[src/rtl/rdio_pkg.sv]
// Constants for the dedicated remote-operation I/O handler.
// Assumes a single 20 MHz clock domain; no timescale in packages.
package rdio_pkg;
	localparam int RDIO_CLK_HZ = 20000000;
	localparam int RDIO_SLOTS = 32;
	localparam int RDIO_IO_W = 8;
	localparam int RDIO_NUM_W = 16;
	localparam int RDIO_SIG_W = 8;
	localparam int RDIO_GPO_W = 32;
	// Power-on settle time in microseconds and its cycle count
	localparam int RDIO_PON_US = 100;
	localparam int RDIO_PON_CYC = (RDIO_PON_US * (RDIO_CLK_HZ / 1000000));
	// Fixed input number of the global stop
	localparam logic [7:0] RDIO_STOP_SIGNO = 8'h00;
	// Register byte addresses
	localparam logic [7:0] RDIO_A_STATUS = 8'h00;
	localparam logic [7:0] RDIO_A_PROG = 8'h04;
	localparam logic [7:0] RDIO_A_OVRD = 8'h08;
	localparam logic [7:0] RDIO_A_EVENT = 8'h0c;
	localparam logic [7:0] RDIO_A_RUN = 8'h10;
	localparam logic [7:0] RDIO_A_GPO = 8'h14;
	localparam logic [7:0] RDIO_A_MAP = 8'h18;
	// Event register bit positions (a written one sets the error or ends run, cycle stop or evasion; EMG bit unused)
	localparam int RDIO_EV_ERR = 0;
	localparam int RDIO_EV_EMG = 1;
	localparam int RDIO_EV_DONE = 2;
	localparam int RDIO_EV_CYCDONE = 3;
	localparam int RDIO_EV_EVADONE = 4;
	localparam logic [15:0] RDIO_OVRD_RST = 16'h0064;
	typedef enum logic [1:0] {
		RDIO_MD_TEACH = 2'b00,
		RDIO_MD_PANEL = 2'b01,
		RDIO_MD_REMOTE = 2'b10
	} rdio_mode_t;
endpackage

[src/rtl/rdio_handler.sv]
// Dedicated remote-operation input/output handler of a robot controller.
// Assumes request pins synchronous to i_clk; controller firmware on Avalon-MM.
//
// Implementation choices: the Avalon-MM slave port and the register offsets.
`timescale 1ns/1ps
module rdio_handler
	import rdio_pkg::*;
#(
	parameter int PON_CYC = rdio_pkg::RDIO_PON_CYC
) (
	input wire logic i_clk, // Controller clock
	input wire logic i_rst_b, // Async reset, active low
	input wire rdio_pkg::rdio_mode_t i_mode, // Mode key position
	input wire logic i_auto_run_permit, // Level
	input wire logic i_start_req, // Edge
	input wire logic i_stop_in, // Level, input number 0
	input wire logic i_program_reset_req, // Edge
	input wire logic i_fault_clear_req, // Edge
	input wire logic i_cycle_stop_req, // Edge
	input wire logic i_drive_off_req, // Level
	input wire logic i_drive_on_req, // Edge
	input wire logic i_operation_rights_req, // Level
	input wire logic i_motion_lock_toggle, // Edge
	input wire logic i_evasion_return_req, // Edge
	input wire logic i_gp_output_clear_req, // Edge
	input wire logic i_emergency_stop_in, // Emergency stop level
	input wire logic [31:0] i_slot_run_req, // Per-slot start edges
	input wire logic [31:0] i_slot_halt_in, // Per-slot stop levels
	input wire logic i_program_select_req, // Edge
	input wire logic i_override_select_req, // Edge
	input wire logic [15:0] i_numeric_value_field, // Numeric value inputs
	input wire logic [7:0] avs_address, // Avalon byte address
	input wire logic avs_read, // Avalon read
	input wire logic avs_write, // Avalon write
	input wire logic [31:0] avs_writedata, // Avalon write data
	output logic [31:0] avs_readdata, // Avalon read data
	output logic avs_waitrequest, // Avalon wait
	output logic o_teach_mode_flag, // Teaching mode
	output logic o_panel_auto_mode_flag, // Automatic from panel
	output logic o_remote_mode_flag, // Remote mode
	output logic o_power_on_complete, // Inputs accepted
	output logic o_auto_enabled, // Auto operation enabled
	output logic o_operating, // Any slot running
	output logic o_waiting, // Any slot temporarily stopped
	output logic o_prog_sel_enabled, // Program selection allowed
	output logic o_error, // Error present
	output logic o_in_cycle_stop, // Cycle stop in progress
	output logic o_drive_off_echo, // Servo-on disabled echo
	output logic o_servo_on, // Servo on
	output logic o_operation_rights, // External rights valid
	output logic o_motion_lock, // Machine lock state
	output logic o_evasion_active, // Evasion return in progress
	output logic o_emergency_stop_flag, // Emergency stop occurred
	output logic [31:0] o_slot_operating, // Per-slot operating
	output logic [31:0] o_slot_waiting, // Per-slot wait
	output logic [31:0] o_gp_out, // General-purpose outputs
	output logic [15:0] o_program_no, // Selected program
	output logic [15:0] o_override // Selected override
);
	localparam int PCW = $clog2(PON_CYC + 1);
	localparam logic [PCW-1:0] PON_LAST = PCW'(PON_CYC);

	// Edge-class request history
	logic [11:0] edg_q, edg_d;
	logic [31:0] sedg_q, sedg_d;
	logic [11:0] edg_in, edg_rise;
	logic [31:0] srise;
	logic [PCW-1:0] pon_q, pon_d;
	logic rdy_q, rdy_d;
	logic [31:0] run_q, run_d, wait_q, wait_d, gpo_q, gpo_d;
	logic err_q, err_d, emg_q, emg_d, cyc_q, cyc_d, srv_q, srv_d;
	logic lock_q, lock_d, eva_q, eva_d, psel_q, psel_d;
	logic [15:0] prog_q, prog_d, ovrd_q, ovrd_d;
	logic [31:0] rdat_q, rdat_d;
	logic ack_q, ack_d;
	logic [7:0] map_q, map_d;
	logic remote, rights, permit, halt_all;
	logic [31:0] halt_vec;

	assign edg_in = {i_override_select_req, i_program_select_req, i_gp_output_clear_req,
		i_evasion_return_req, i_motion_lock_toggle, i_drive_on_req, i_cycle_stop_req,
		i_fault_clear_req, i_program_reset_req, i_start_req, 2'b00};
	assign edg_rise = edg_in & ~edg_q;
	assign srise = i_slot_run_req & ~sedg_q;

	assign remote = (i_mode == RDIO_MD_REMOTE);
	assign rights = rdy_q & remote & i_operation_rights_req;
	assign permit = rights & i_auto_run_permit;
	assign halt_all = i_stop_in | emg_q;
	assign halt_vec = i_slot_halt_in | {32{halt_all}};

	always_comb begin
		edg_d = edg_in;
		sedg_d = i_slot_run_req;
		pon_d = pon_q;
		rdy_d = rdy_q;
		if (pon_q != PON_LAST) begin
			pon_d = pon_q + PCW'(1);
		end else begin
			rdy_d = 1'b1;
		end
		run_d = run_q;
		wait_d = wait_q;
		err_d = err_q;
		emg_d = i_emergency_stop_in;
		cyc_d = cyc_q;
		srv_d = srv_q;
		lock_d = lock_q;
		eva_d = eva_q;
		gpo_d = gpo_q;
		prog_d = prog_q;
		ovrd_d = ovrd_q;
		map_d = map_q;
		rdat_d = rdat_q;
		ack_d = 1'b0;
		if (i_drive_off_req | emg_q) begin
			srv_d = 1'b0;
		end else if (rights & edg_rise[6]) begin
			srv_d = 1'b1;
		end
		if (rights) begin
			if (edg_rise[7]) begin
				lock_d = ~lock_q;
			end
			if (edg_rise[5] & (|run_q)) begin
				cyc_d = 1'b1;
			end
			if (edg_rise[8] & srv_q & ~(|run_q)) begin
				eva_d = 1'b1;
			end
			if (edg_rise[9]) begin
				gpo_d = '0;
			end
			if (edg_rise[10] & psel_q) begin
				prog_d = i_numeric_value_field;
			end
			if (edg_rise[11]) begin
				ovrd_d = i_numeric_value_field;
			end
			if (edg_rise[3]) begin
				wait_d = wait_q & halt_vec;
				run_d = run_q & ~wait_q;
			end
			if (permit & srv_q & ~err_q) begin
				run_d = run_d | ((srise | {32{edg_rise[2]}}) & ~halt_vec);
				wait_d = wait_d & ~((srise | {32{edg_rise[2]}}) & ~halt_vec);
			end
		end
		wait_d = wait_d | (run_d & halt_vec);
		run_d = run_d & ~halt_vec;
		if (i_emergency_stop_in) begin
			err_d = 1'b1;
		end else if (edg_rise[4]) begin
			err_d = 1'b0;
		end
		// Avalon slave: one-cycle wait, then answer
		if ((avs_read | avs_write) & ~ack_q) begin
			ack_d = 1'b1;
			rdat_d = '0;
			unique case (avs_address)
				RDIO_A_STATUS: rdat_d = {16'h0000, 3'b000, psel_q, eva_q, lock_q, srv_q, cyc_q,
					err_q, emg_q, rdy_q, permit, rights, 1'b0, i_mode};
				RDIO_A_PROG: rdat_d = {16'h0000, prog_q};
				RDIO_A_OVRD: rdat_d = {16'h0000, ovrd_q};
				RDIO_A_RUN: rdat_d = run_q;
				RDIO_A_GPO: rdat_d = gpo_q;
				RDIO_A_MAP: rdat_d = {24'h000000, map_q};
				default: rdat_d = '0;
			endcase
			if (avs_write) begin
				rdat_d = '0;
				unique case (avs_address)
					RDIO_A_GPO: gpo_d = avs_writedata;
					RDIO_A_MAP: map_d = avs_writedata[7:0];
					RDIO_A_EVENT: begin
						if (avs_writedata[RDIO_EV_ERR]) begin
							err_d = 1'b1;
						end
						if (avs_writedata[RDIO_EV_DONE]) begin
							run_d = '0;
						end
						if (avs_writedata[RDIO_EV_CYCDONE]) begin
							cyc_d = 1'b0;
							run_d = '0;
						end
						if (avs_writedata[RDIO_EV_EVADONE]) begin
							eva_d = 1'b0;
						end
					end
					default: ;
				endcase
			end
		end
		if (~(|run_d)) begin
			cyc_d = 1'b0;
		end
		if (~srv_d) begin
			eva_d = 1'b0;
		end
		psel_d = ~(|run_d) & ~(|wait_d) & ~err_d;
	end

	always_ff @(posedge i_clk or negedge i_rst_b) begin
		if (!i_rst_b) begin
			edg_q <= '0;
			sedg_q <= '0;
			pon_q <= '0;
			rdy_q <= 1'b0;
			run_q <= '0;
			wait_q <= '0;
			err_q <= 1'b0;
			emg_q <= 1'b0;
			cyc_q <= 1'b0;
			srv_q <= 1'b0;
			lock_q <= 1'b0;
			eva_q <= 1'b0;
			psel_q <= 1'b0;
			gpo_q <= '0;
			prog_q <= '0;
			ovrd_q <= RDIO_OVRD_RST;
			map_q <= RDIO_STOP_SIGNO;
			rdat_q <= '0;
			ack_q <= 1'b0;
		end else begin
			edg_q <= edg_d;
			sedg_q <= sedg_d;
			pon_q <= pon_d;
			rdy_q <= rdy_d;
			run_q <= run_d;
			wait_q <= wait_d;
			err_q <= err_d;
			emg_q <= emg_d;
			cyc_q <= cyc_d;
			srv_q <= srv_d;
			lock_q <= lock_d;
			eva_q <= eva_d;
			psel_q <= psel_d;
			gpo_q <= gpo_d;
			prog_q <= prog_d;
			ovrd_q <= ovrd_d;
			map_q <= map_d;
			rdat_q <= rdat_d;
			ack_q <= ack_d;
		end
	end

	// Status outputs, registered copies of state, of the mode and drive-off inputs, and of rights and run permit gated by ready and remote mode
	logic [17:0] st_q;
	always_ff @(posedge i_clk or negedge i_rst_b) begin
		if (!i_rst_b) begin
			st_q <= '0;
		end else begin
			st_q <= {i_mode == RDIO_MD_TEACH, i_mode == RDIO_MD_PANEL, remote, rdy_q, permit,
				|run_q, |wait_q, psel_q, err_q, cyc_q, i_drive_off_req, srv_q, rights,
				lock_q, eva_q, emg_q, 2'b00};
		end
	end

	assign o_teach_mode_flag = st_q[17];
	assign o_panel_auto_mode_flag = st_q[16];
	assign o_remote_mode_flag = st_q[15];
	assign o_power_on_complete = st_q[14];
	assign o_auto_enabled = st_q[13];
	assign o_operating = st_q[12];
	assign o_waiting = st_q[11];
	assign o_prog_sel_enabled = st_q[10];
	assign o_error = st_q[9];
	assign o_in_cycle_stop = st_q[8];
	assign o_drive_off_echo = st_q[7];
	assign o_servo_on = st_q[6];
	assign o_operation_rights = st_q[5];
	assign o_motion_lock = st_q[4];
	assign o_evasion_active = st_q[3];
	assign o_emergency_stop_flag = st_q[2];
	assign o_slot_operating = run_q;
	assign o_slot_waiting = wait_q;
	assign o_gp_out = gpo_q;
	assign o_program_no = prog_q;
	assign o_override = ovrd_q;
	assign avs_readdata = rdat_q;
	assign avs_waitrequest = ~ack_q;
endmodule

[config.mk]
export PLATFORM = sky130hd
export DESIGN_NAME = rdio_handler
export DESIGN_NICKNAME = d
export VERILOG_FILES = /design/src/rtl/rdio_pkg.sv /design/src/rtl/rdio_handler.sv
export SDC_FILE = /design/constraint.sdc
export NUM_CORES = 1
export LEC_CHECK = 0
export BUFFER_PORTS_ARGS = -buffer_cell sky130_fd_sc_hd__buf_2
export CORE_MARGIN = 8
export CORE_UTILIZATION = 37
export CTS_BUF_LIST = sky130_fd_sc_hd__clkbuf_16
export DETAILED_ROUTE_END_ITERATION = 6
export PLACE_DENSITY = 0.62
export SETUP_SLACK_MARGIN = 0.3
export SLEW_MARGIN = 25
export SYNTH_ARGS = -nofsm -noshare
export SYNTH_HDL_FRONTEND = slang
export SYNTH_SLANG_ARGS = --single-unit
[constraint.sdc]
create_clock -name i_clk -period 3.1 [get_ports i_clk]
set_input_delay 0.31 -clock i_clk [delete_from_list [all_inputs] [get_ports i_clk]]
set_output_delay 0.31 -clock i_clk [all_outputs]
set_load 0.01 [all_outputs]
-- Word level (Yosys, flattened, before mapping)
Index checks and enable logic that the tools add are counted.
- flip-flop bits (word level): 246
- logic and storage cells: 123
- $add $sub $neg: 1
- equality and inequality tests: 9
- muxes and demuxes: 43
- bitwise operators: 40
- reduce and logical (&&, ||, !) cells: 10
- operator list (cell ; count):
    2-to-1 mux 32 bit ; 19
    bitwise AND 32 bit ; 7
    one-hot mux 32 bit (6 select lines) ; 1
    NOT 32 bit ; 4
    bitwise OR 32 bit ; 4
    OR reduction 32 bit ; 4
    equality test 8 x 5 -> 1 bit (second input constant) ; 3
    2-to-1 mux 1 bit ; 23
    equality test 8 x 4 -> 1 bit (second input constant) ; 2
    bitwise AND 1 bit ; 13
    bitwise AND 12 bit ; 1
    NOT 12 bit ; 1
    adder 11 x 1 -> 11 bit (second input constant) ; 1
    != test 11 bit (second input constant) ; 1
    equality test 8 x 3 -> 1 bit (second input constant) ; 1
    logical NOT 8 bit ; 1
    NOT 1 bit ; 7
    AND reduction 2 bit ; 3
    bitwise OR 1 bit ; 3
    AND reduction 3 bit ; 1
    equality test 2 x 1 -> 1 bit (second input constant) ; 1
    equality test 2 bit (second input constant) ; 1
    logical NOT 2 bit ; 1

-- Logic depth before layout (Yosys ltp)
- depth in word-level cells: 18
- depth in mapped cells: 10
- mapped depth without buffers: 8

-- Worst setup path after synthesis
Ideal clock, no wire load.
- kind: flip-flop to flip-flop
- from: register emg_q
- to: register psel_q
- arrival time: 2.128 ns
- data required time: 3.032 ns
- path slack: 0.904 ns
- stages on the path, launching flop included: 10
- buffers on the path: 2
- clock period less this slack: 2.196 ns
- cells stage by stage: dfrtp_1 buf_6 buf_6 or3_1 and2_1 a311o_1 nor4_1 nand4_1 nor4_2 and4_1
- elaborated cells on any way between the ends: 28
- classes of those cells: mux (11); bitwise (15); reduce/logical (2)
- RTL lines (element ; line ; RTL):
    start: declaration ; rdio_handler.sv:71 ; logic err_q, err_d, emg_q, emg_d, cyc_q, cyc_d, srv_q, srv_d;
    start signal: assignment ; rdio_handler.sv:232 ; emg_q <= emg_d;
    bitwise OR 1 bit * ; rdio_handler.sv:89 ; assign halt_all = i_stop_in | emg_q;
    bitwise OR 32 bit * ; rdio_handler.sv:90 ; assign halt_vec = i_slot_halt_in | {32{halt_all}};
    bitwise AND 32 bit or NOT 32 bit (tied branches) ; rdio_handler.sv:141, rdio_handler.sv:145, rdio_handler.sv:146 ;
    2-to-1 mux 32 bit or bitwise AND 32 bit (tied branches) ; rdio_handler.sv:140, rdio_handler.sv:145, rdio_handler.sv:146 ;
    2-to-1 mux 32 bit, or another cell as far along ; rdio_handler.sv:121 ; if (rights) begin
    bitwise AND 32 bit or 2-to-1 mux 32 bit (tied branches) ; rdio_handler.sv:146, rdio_handler.sv:144 ;
    2-to-1 mux 32 bit, on equally long branches ; rdio_handler.sv:144, rdio_handler.sv:121 ;
    2-to-1 mux 32 bit or bitwise AND 32 bit (tied branches) ; rdio_handler.sv:121, rdio_handler.sv:149 ;
    bitwise OR 32 bit * ; rdio_handler.sv:149 ; wait_d = wait_d | (run_d & halt_vec);
    via wait_d[29] ; rdio_handler.sv:70 ; logic [31:0] run_q, run_d, wait_q, wait_d, gpo_q, gpo_d;
    OR reduction 32 bit * ; rdio_handler.sv:200 ; psel_d = ~(|run_d) & ~(|wait_d) & ~err_d;
    NOT 1 bit * ; rdio_handler.sv:200 ;
    bitwise AND 1 bit * (2 in series) ; rdio_handler.sv:200 ;
    via psel_d ; rdio_handler.sv:72 ; logic lock_q, lock_d, eva_q, eva_d, psel_q, psel_d;
    end signal: assignment ; rdio_handler.sv:237 ; psel_q <= psel_d;
    end: declaration ; rdio_handler.sv:72 ;
Mark *: on every way through the listed nets, which the timed path passes. The rest lies on a longest branch. The select of a mux whose other input is x is not followed.
A chain may end at the register's enable or synchronous reset.

-- Worst setup path after layout
- from: register ack_q
- to: register psel_q
- longest elaborated chain between the ends: 7
- elaborated cells on any way between the ends: 9
- classes of those cells: mux (2); bitwise (6); reduce/logical (1)
- ends and longest elaborated chain (element ; line ; RTL):
    start: declaration ; rdio_handler.sv:75 ; logic ack_q, ack_d;
    start signal: assignment ; rdio_handler.sv:243 ; ack_q <= ack_d;
    NOT 1 bit ; rdio_handler.sv:157 ; if ((avs_read | avs_write) & ~ack_q) begin
    bitwise AND 1 bit ; rdio_handler.sv:157 ;
    2-to-1 mux 32 bit ; rdio_handler.sv:157 ;
    via run_d[8] ; rdio_handler.sv:70 ;
    OR reduction 32 bit ; rdio_handler.sv:200 ;
    NOT 1 bit ; rdio_handler.sv:200 ;
    bitwise AND 1 bit (2 in series) ; rdio_handler.sv:200 ;
    via psel_d ; rdio_handler.sv:72 ;
The timed path passes the listed nets, and every way through them passes these cells.

==> flow_summary_export.csv <==
group,metric,value,unit
timing,tightestPinTransition,798,ps
worst_setup_path,start_kind,"flip-flop",
synthesis,ys_async_sr_fraction,100,%
synthesis,synth_edf_count,0,
place,numPortBuffers,317,
worst_setup_path,cp-end-kind,"flip-flop",
timing,setup_viol,0,
worst_setup_path,worst-setup-path-type,"flip-flop to flip-flop",
synthesis,yosys_warnings,0,
global_routing,groute.usage.overall,23.4,%
floorplan,initial_utilization,37.5,%
timing,hold_violation_count_in_the_final_report,0,
synthesis,postSynth.topFlopCell,"dfrtp_1",
routing,drt_first_iter_violations,907,
routing,routed_wire_length_per_instance,23.7,µm
timing,clock_skew,13.4,ps
synthesis,postSynthRegisterBits,246,
worst_hold_path,worstHoldPathType,"input pin to flip-flop",
pwr,power_density,466,nW/µm²
routing,first_pass_iters,5,
synthesis,synth_seq_area_share,54.1,%
place,place_hpwl,32.1,mm
routing,viasPerCell,5.67,
timing,finalCritPeriodShare,85.2,%
global_routing,grt_pass1_vias,10800,
floorplan,die_width,192,µm
clocking,clk_pin_slew_worst_paths,60,ps
timing,timing.slew.headroom,46.8,%
layout,fin_area,15400,µm²
synthesis,netlist_area,11400,µm²
synthesis,syn-num-nets,1190,
clocking,cts_sinks,246,
timing,setup_tns,0,ps
global_routing,largest_net_degree_at_the_start_of_global_routing,86,
pwr,vdd_drop_max,0.356,mV
timing,clock.fmax,0.379,GHz
worst_setup_path,worstPathRequired,3580,ps
floorplan,num_rows,64,
layout,area_delta_synth_final,34.8,%
timing,rsz0062_at_grt,"false",
clocking,clock_tree.htree_level_count,1,
clocking,tritoncts,"done",
synthesis,postSynthAreaPerCell,10.9,µm²
routing,drcViolationCount,0,
pwr,power.static_leakage,7.50,nW
timing,post-route-min-period,2640,ps
clocking,cts.root.buffer_cell,"clkbuf_16",
run_status,run_status,"completed",
clocking,ctsLongestPathBuffers,3,
job,max_cap_viol_count,0,
floorplan,die-height,192,µm
layout,filler_cell_count,2768,
global_routing,gr-total-overflow,0,
place,placedInstanceArea,13500,µm²
routing,drt.antenna.violating_nets,0,
worst_setup_path,arrival,3120,ps
worst_setup_path,ff2ff_setup_slack,460,ps
routing,total_wirelength_of_the_detailed_routed_design,44.5,mm
floorplan,die_area,36700,µm²
global_routing,antenna_found_initial,2,
worst_setup_path,critical_path_peak_fanout,30,
synthesis,synth_cells,1047,
layout,final_layout_size_suffix_gt1_share,32.9,%
pwr,totalPowerFinal,7.15,mW
clocking,numCtsBuffers,29,
floorplan,floorplan.core_area,30400,µm²
global_routing,first_pass_grt_wire_length,66.4,mm
layout,finish.net_count,1598,
place,place.gp.congestion,0.882,
clocking,clock_insertion_delay_worst_skew,550,ps
routing,via_count,10600,
synthesis,post_synth_num_cell_types,65,
timing,timing.final.max_slew_violations,0,
floorplan,floorplan.io_pins,318,
timing repair:
action | in CTS | in global routing
hold buffers | 90 | 0
buffers inserted | 0 | 3
pin swaps | 0 | 1
gates resized for setup | 2 | 3
endpoints found under the hold margin | 184 | 0
endpoints found under the setup margin | 1 | 2
worst max-delay path, cell delays in order, from the launching register on:
cell	delay, ps
dfrtp_2	490
nor2b_4	160
and4_1	290
buf_12	220
a221oi_1	140
or4_1	600
a21o_1	190
nor4_2	210
and4_1	240
Yosys cell counts, types with 5 or more instances:
library cell / n / area (µm²)
mux2_2: 45 / 507
nor3_1: 21 / 105
clkbuf_1: 27 / 101
or3_1: 27 / 169
a311o_1: 9 / 90.1
buf_1: 8 / 30.0
nand4_1: 8 / 50.1
o2111ai_1: 21 / 184
a221oi_1: 24 / 210
buf_2: 21 / 105
inv_1: 36 / 135
or4_1: 5 / 37.5
dfrtp_1: 243 / 6080
a22oi_1: 8 / 60.1
nand3_1: 48 / 240
and2_1: 8 / 50.1
mux4_2: 12 / 270
mux2i_1: 25 / 250
a21oi_1: 37 / 185
o31ai_1: 26 / 195
nor4_1: 25 / 156
nor2_1: 19 / 71.3
nor3_2: 7 / 70.1
a211oi_1: 6 / 45.0
nor2b_1: 37 / 231
or2_2: 6 / 37.5
nand2_1: 130 / 488
a31oi_1: 14 / 87.6
nand2b_1: 11 / 68.8
o21ai_0: 49 / 245
buf_6: 10 / 113
xnor2_1: 7 / 61.3
worst paths after layout:
check	cells past startpoint	end	from
min in group asynchronous	2	st_q[7]	i_rst_b
max reg2reg	8	psel_q	ack_q
max in group asynchronous	3	sedg_q[7]	i_rst_b
min reg2reg	2	avs_readdata[30]	avs_readdata[30]
min	3	o_slot_operating[25]	i_slot_halt_in[25]
max	8	psel_q	ack_q
final cells by class:
| class | instances | area, µm² | area share (%) |
|---|---|---|---|
| repair buffers | 445 | 2880 | 18.8 |
| well taps | 396 | 495 | 3.23 |
| multi-input cells | 696 | 4760 | 31.0 |
| clock inverters | 23 | 185 | 1.21 |
| clock buffers | 29 | 726 | 4.72 |
| flip-flops and latches | 246 | 6160 | 40.1 |
| diodes | 2 | 5.00 | 0.0326 |
| inverters | 37 | 144 | 0.937 |
cells in the final DEF (no fill, tap or decap), drive strengths merged, types with 19 or more instances in the layout:
cell type and count:
o21ai 50, o2111ai 21, nand3 48, a21oi 37, inv 45, clkbuf 29
nor3 28, buf 355, nand2 130, dlygate4sd3 90, a221oi 26, nor2b 38
nor4 27, dfrtp 243, nor2 19, or3 29, o31ai 26, mux2 45
mux2i 25
layer usage:
layer  up-vias  routed length, µm  track usage [%]
li1       4682                  -                -
met1      5237              18400             31.6
met2       624              20400             36.8
met3        91               4290             5.24
met4         0               1380             7.40
met5         -                  0                0
stage by stage:
stage	cells	hold slack (ps)	util, %	setup slack [ps]
global placement	1727	379	44.3	282
floorplan	1047	14.4	-	904
finish	1874	30.2	50.5	460
detailed placement	1727	381	44.3	217
CTS	1869	0.945	50.3	317
global route	1874	20.6	50.5	311
registers in the layout, indices dropped and copies added, names as in the netlist, 8 cells and up:
| signal | count |
|---|---|
| pon_q | 11 |
| map_q | 8 |
| edg_q | 10 |
| o_gp_out | 32 |
| st_q | 16 |
| avs_readdata | 32 |
| sedg_q | 32 |
| o_override | 16 |
| o_program_no | 16 |
| o_slot_operating | 32 |
| o_slot_waiting | 32 |
report_power, final:
part | internal, mW | leakage, nW | total [mW] | switching [mW]
Clock | 1.94 | 0.475 | 3.30 | 1.36
Combinational | 0.242 | 3.79 | 0.552 | 0.311
Sequential | 3.27 | 3.23 | 3.30 | 0.0371
Total | 5.44 | 7.50 | 7.15 | 1.71
cells by family after synthesis:
family                     after synthesis  synth area share, %
buffers and inverters                  105                 4.46
muxes                                   82                 9.01
xor gates and xnor gates                 9                0.692
adders and majority gates                2                0.220
AOI/OAI and AO/OA                      226                 13.9
DFF                                    246                 54.1
and+or+nand+nor                        377                 17.6
Note: power is estimated with default switching activity, not from simulation.
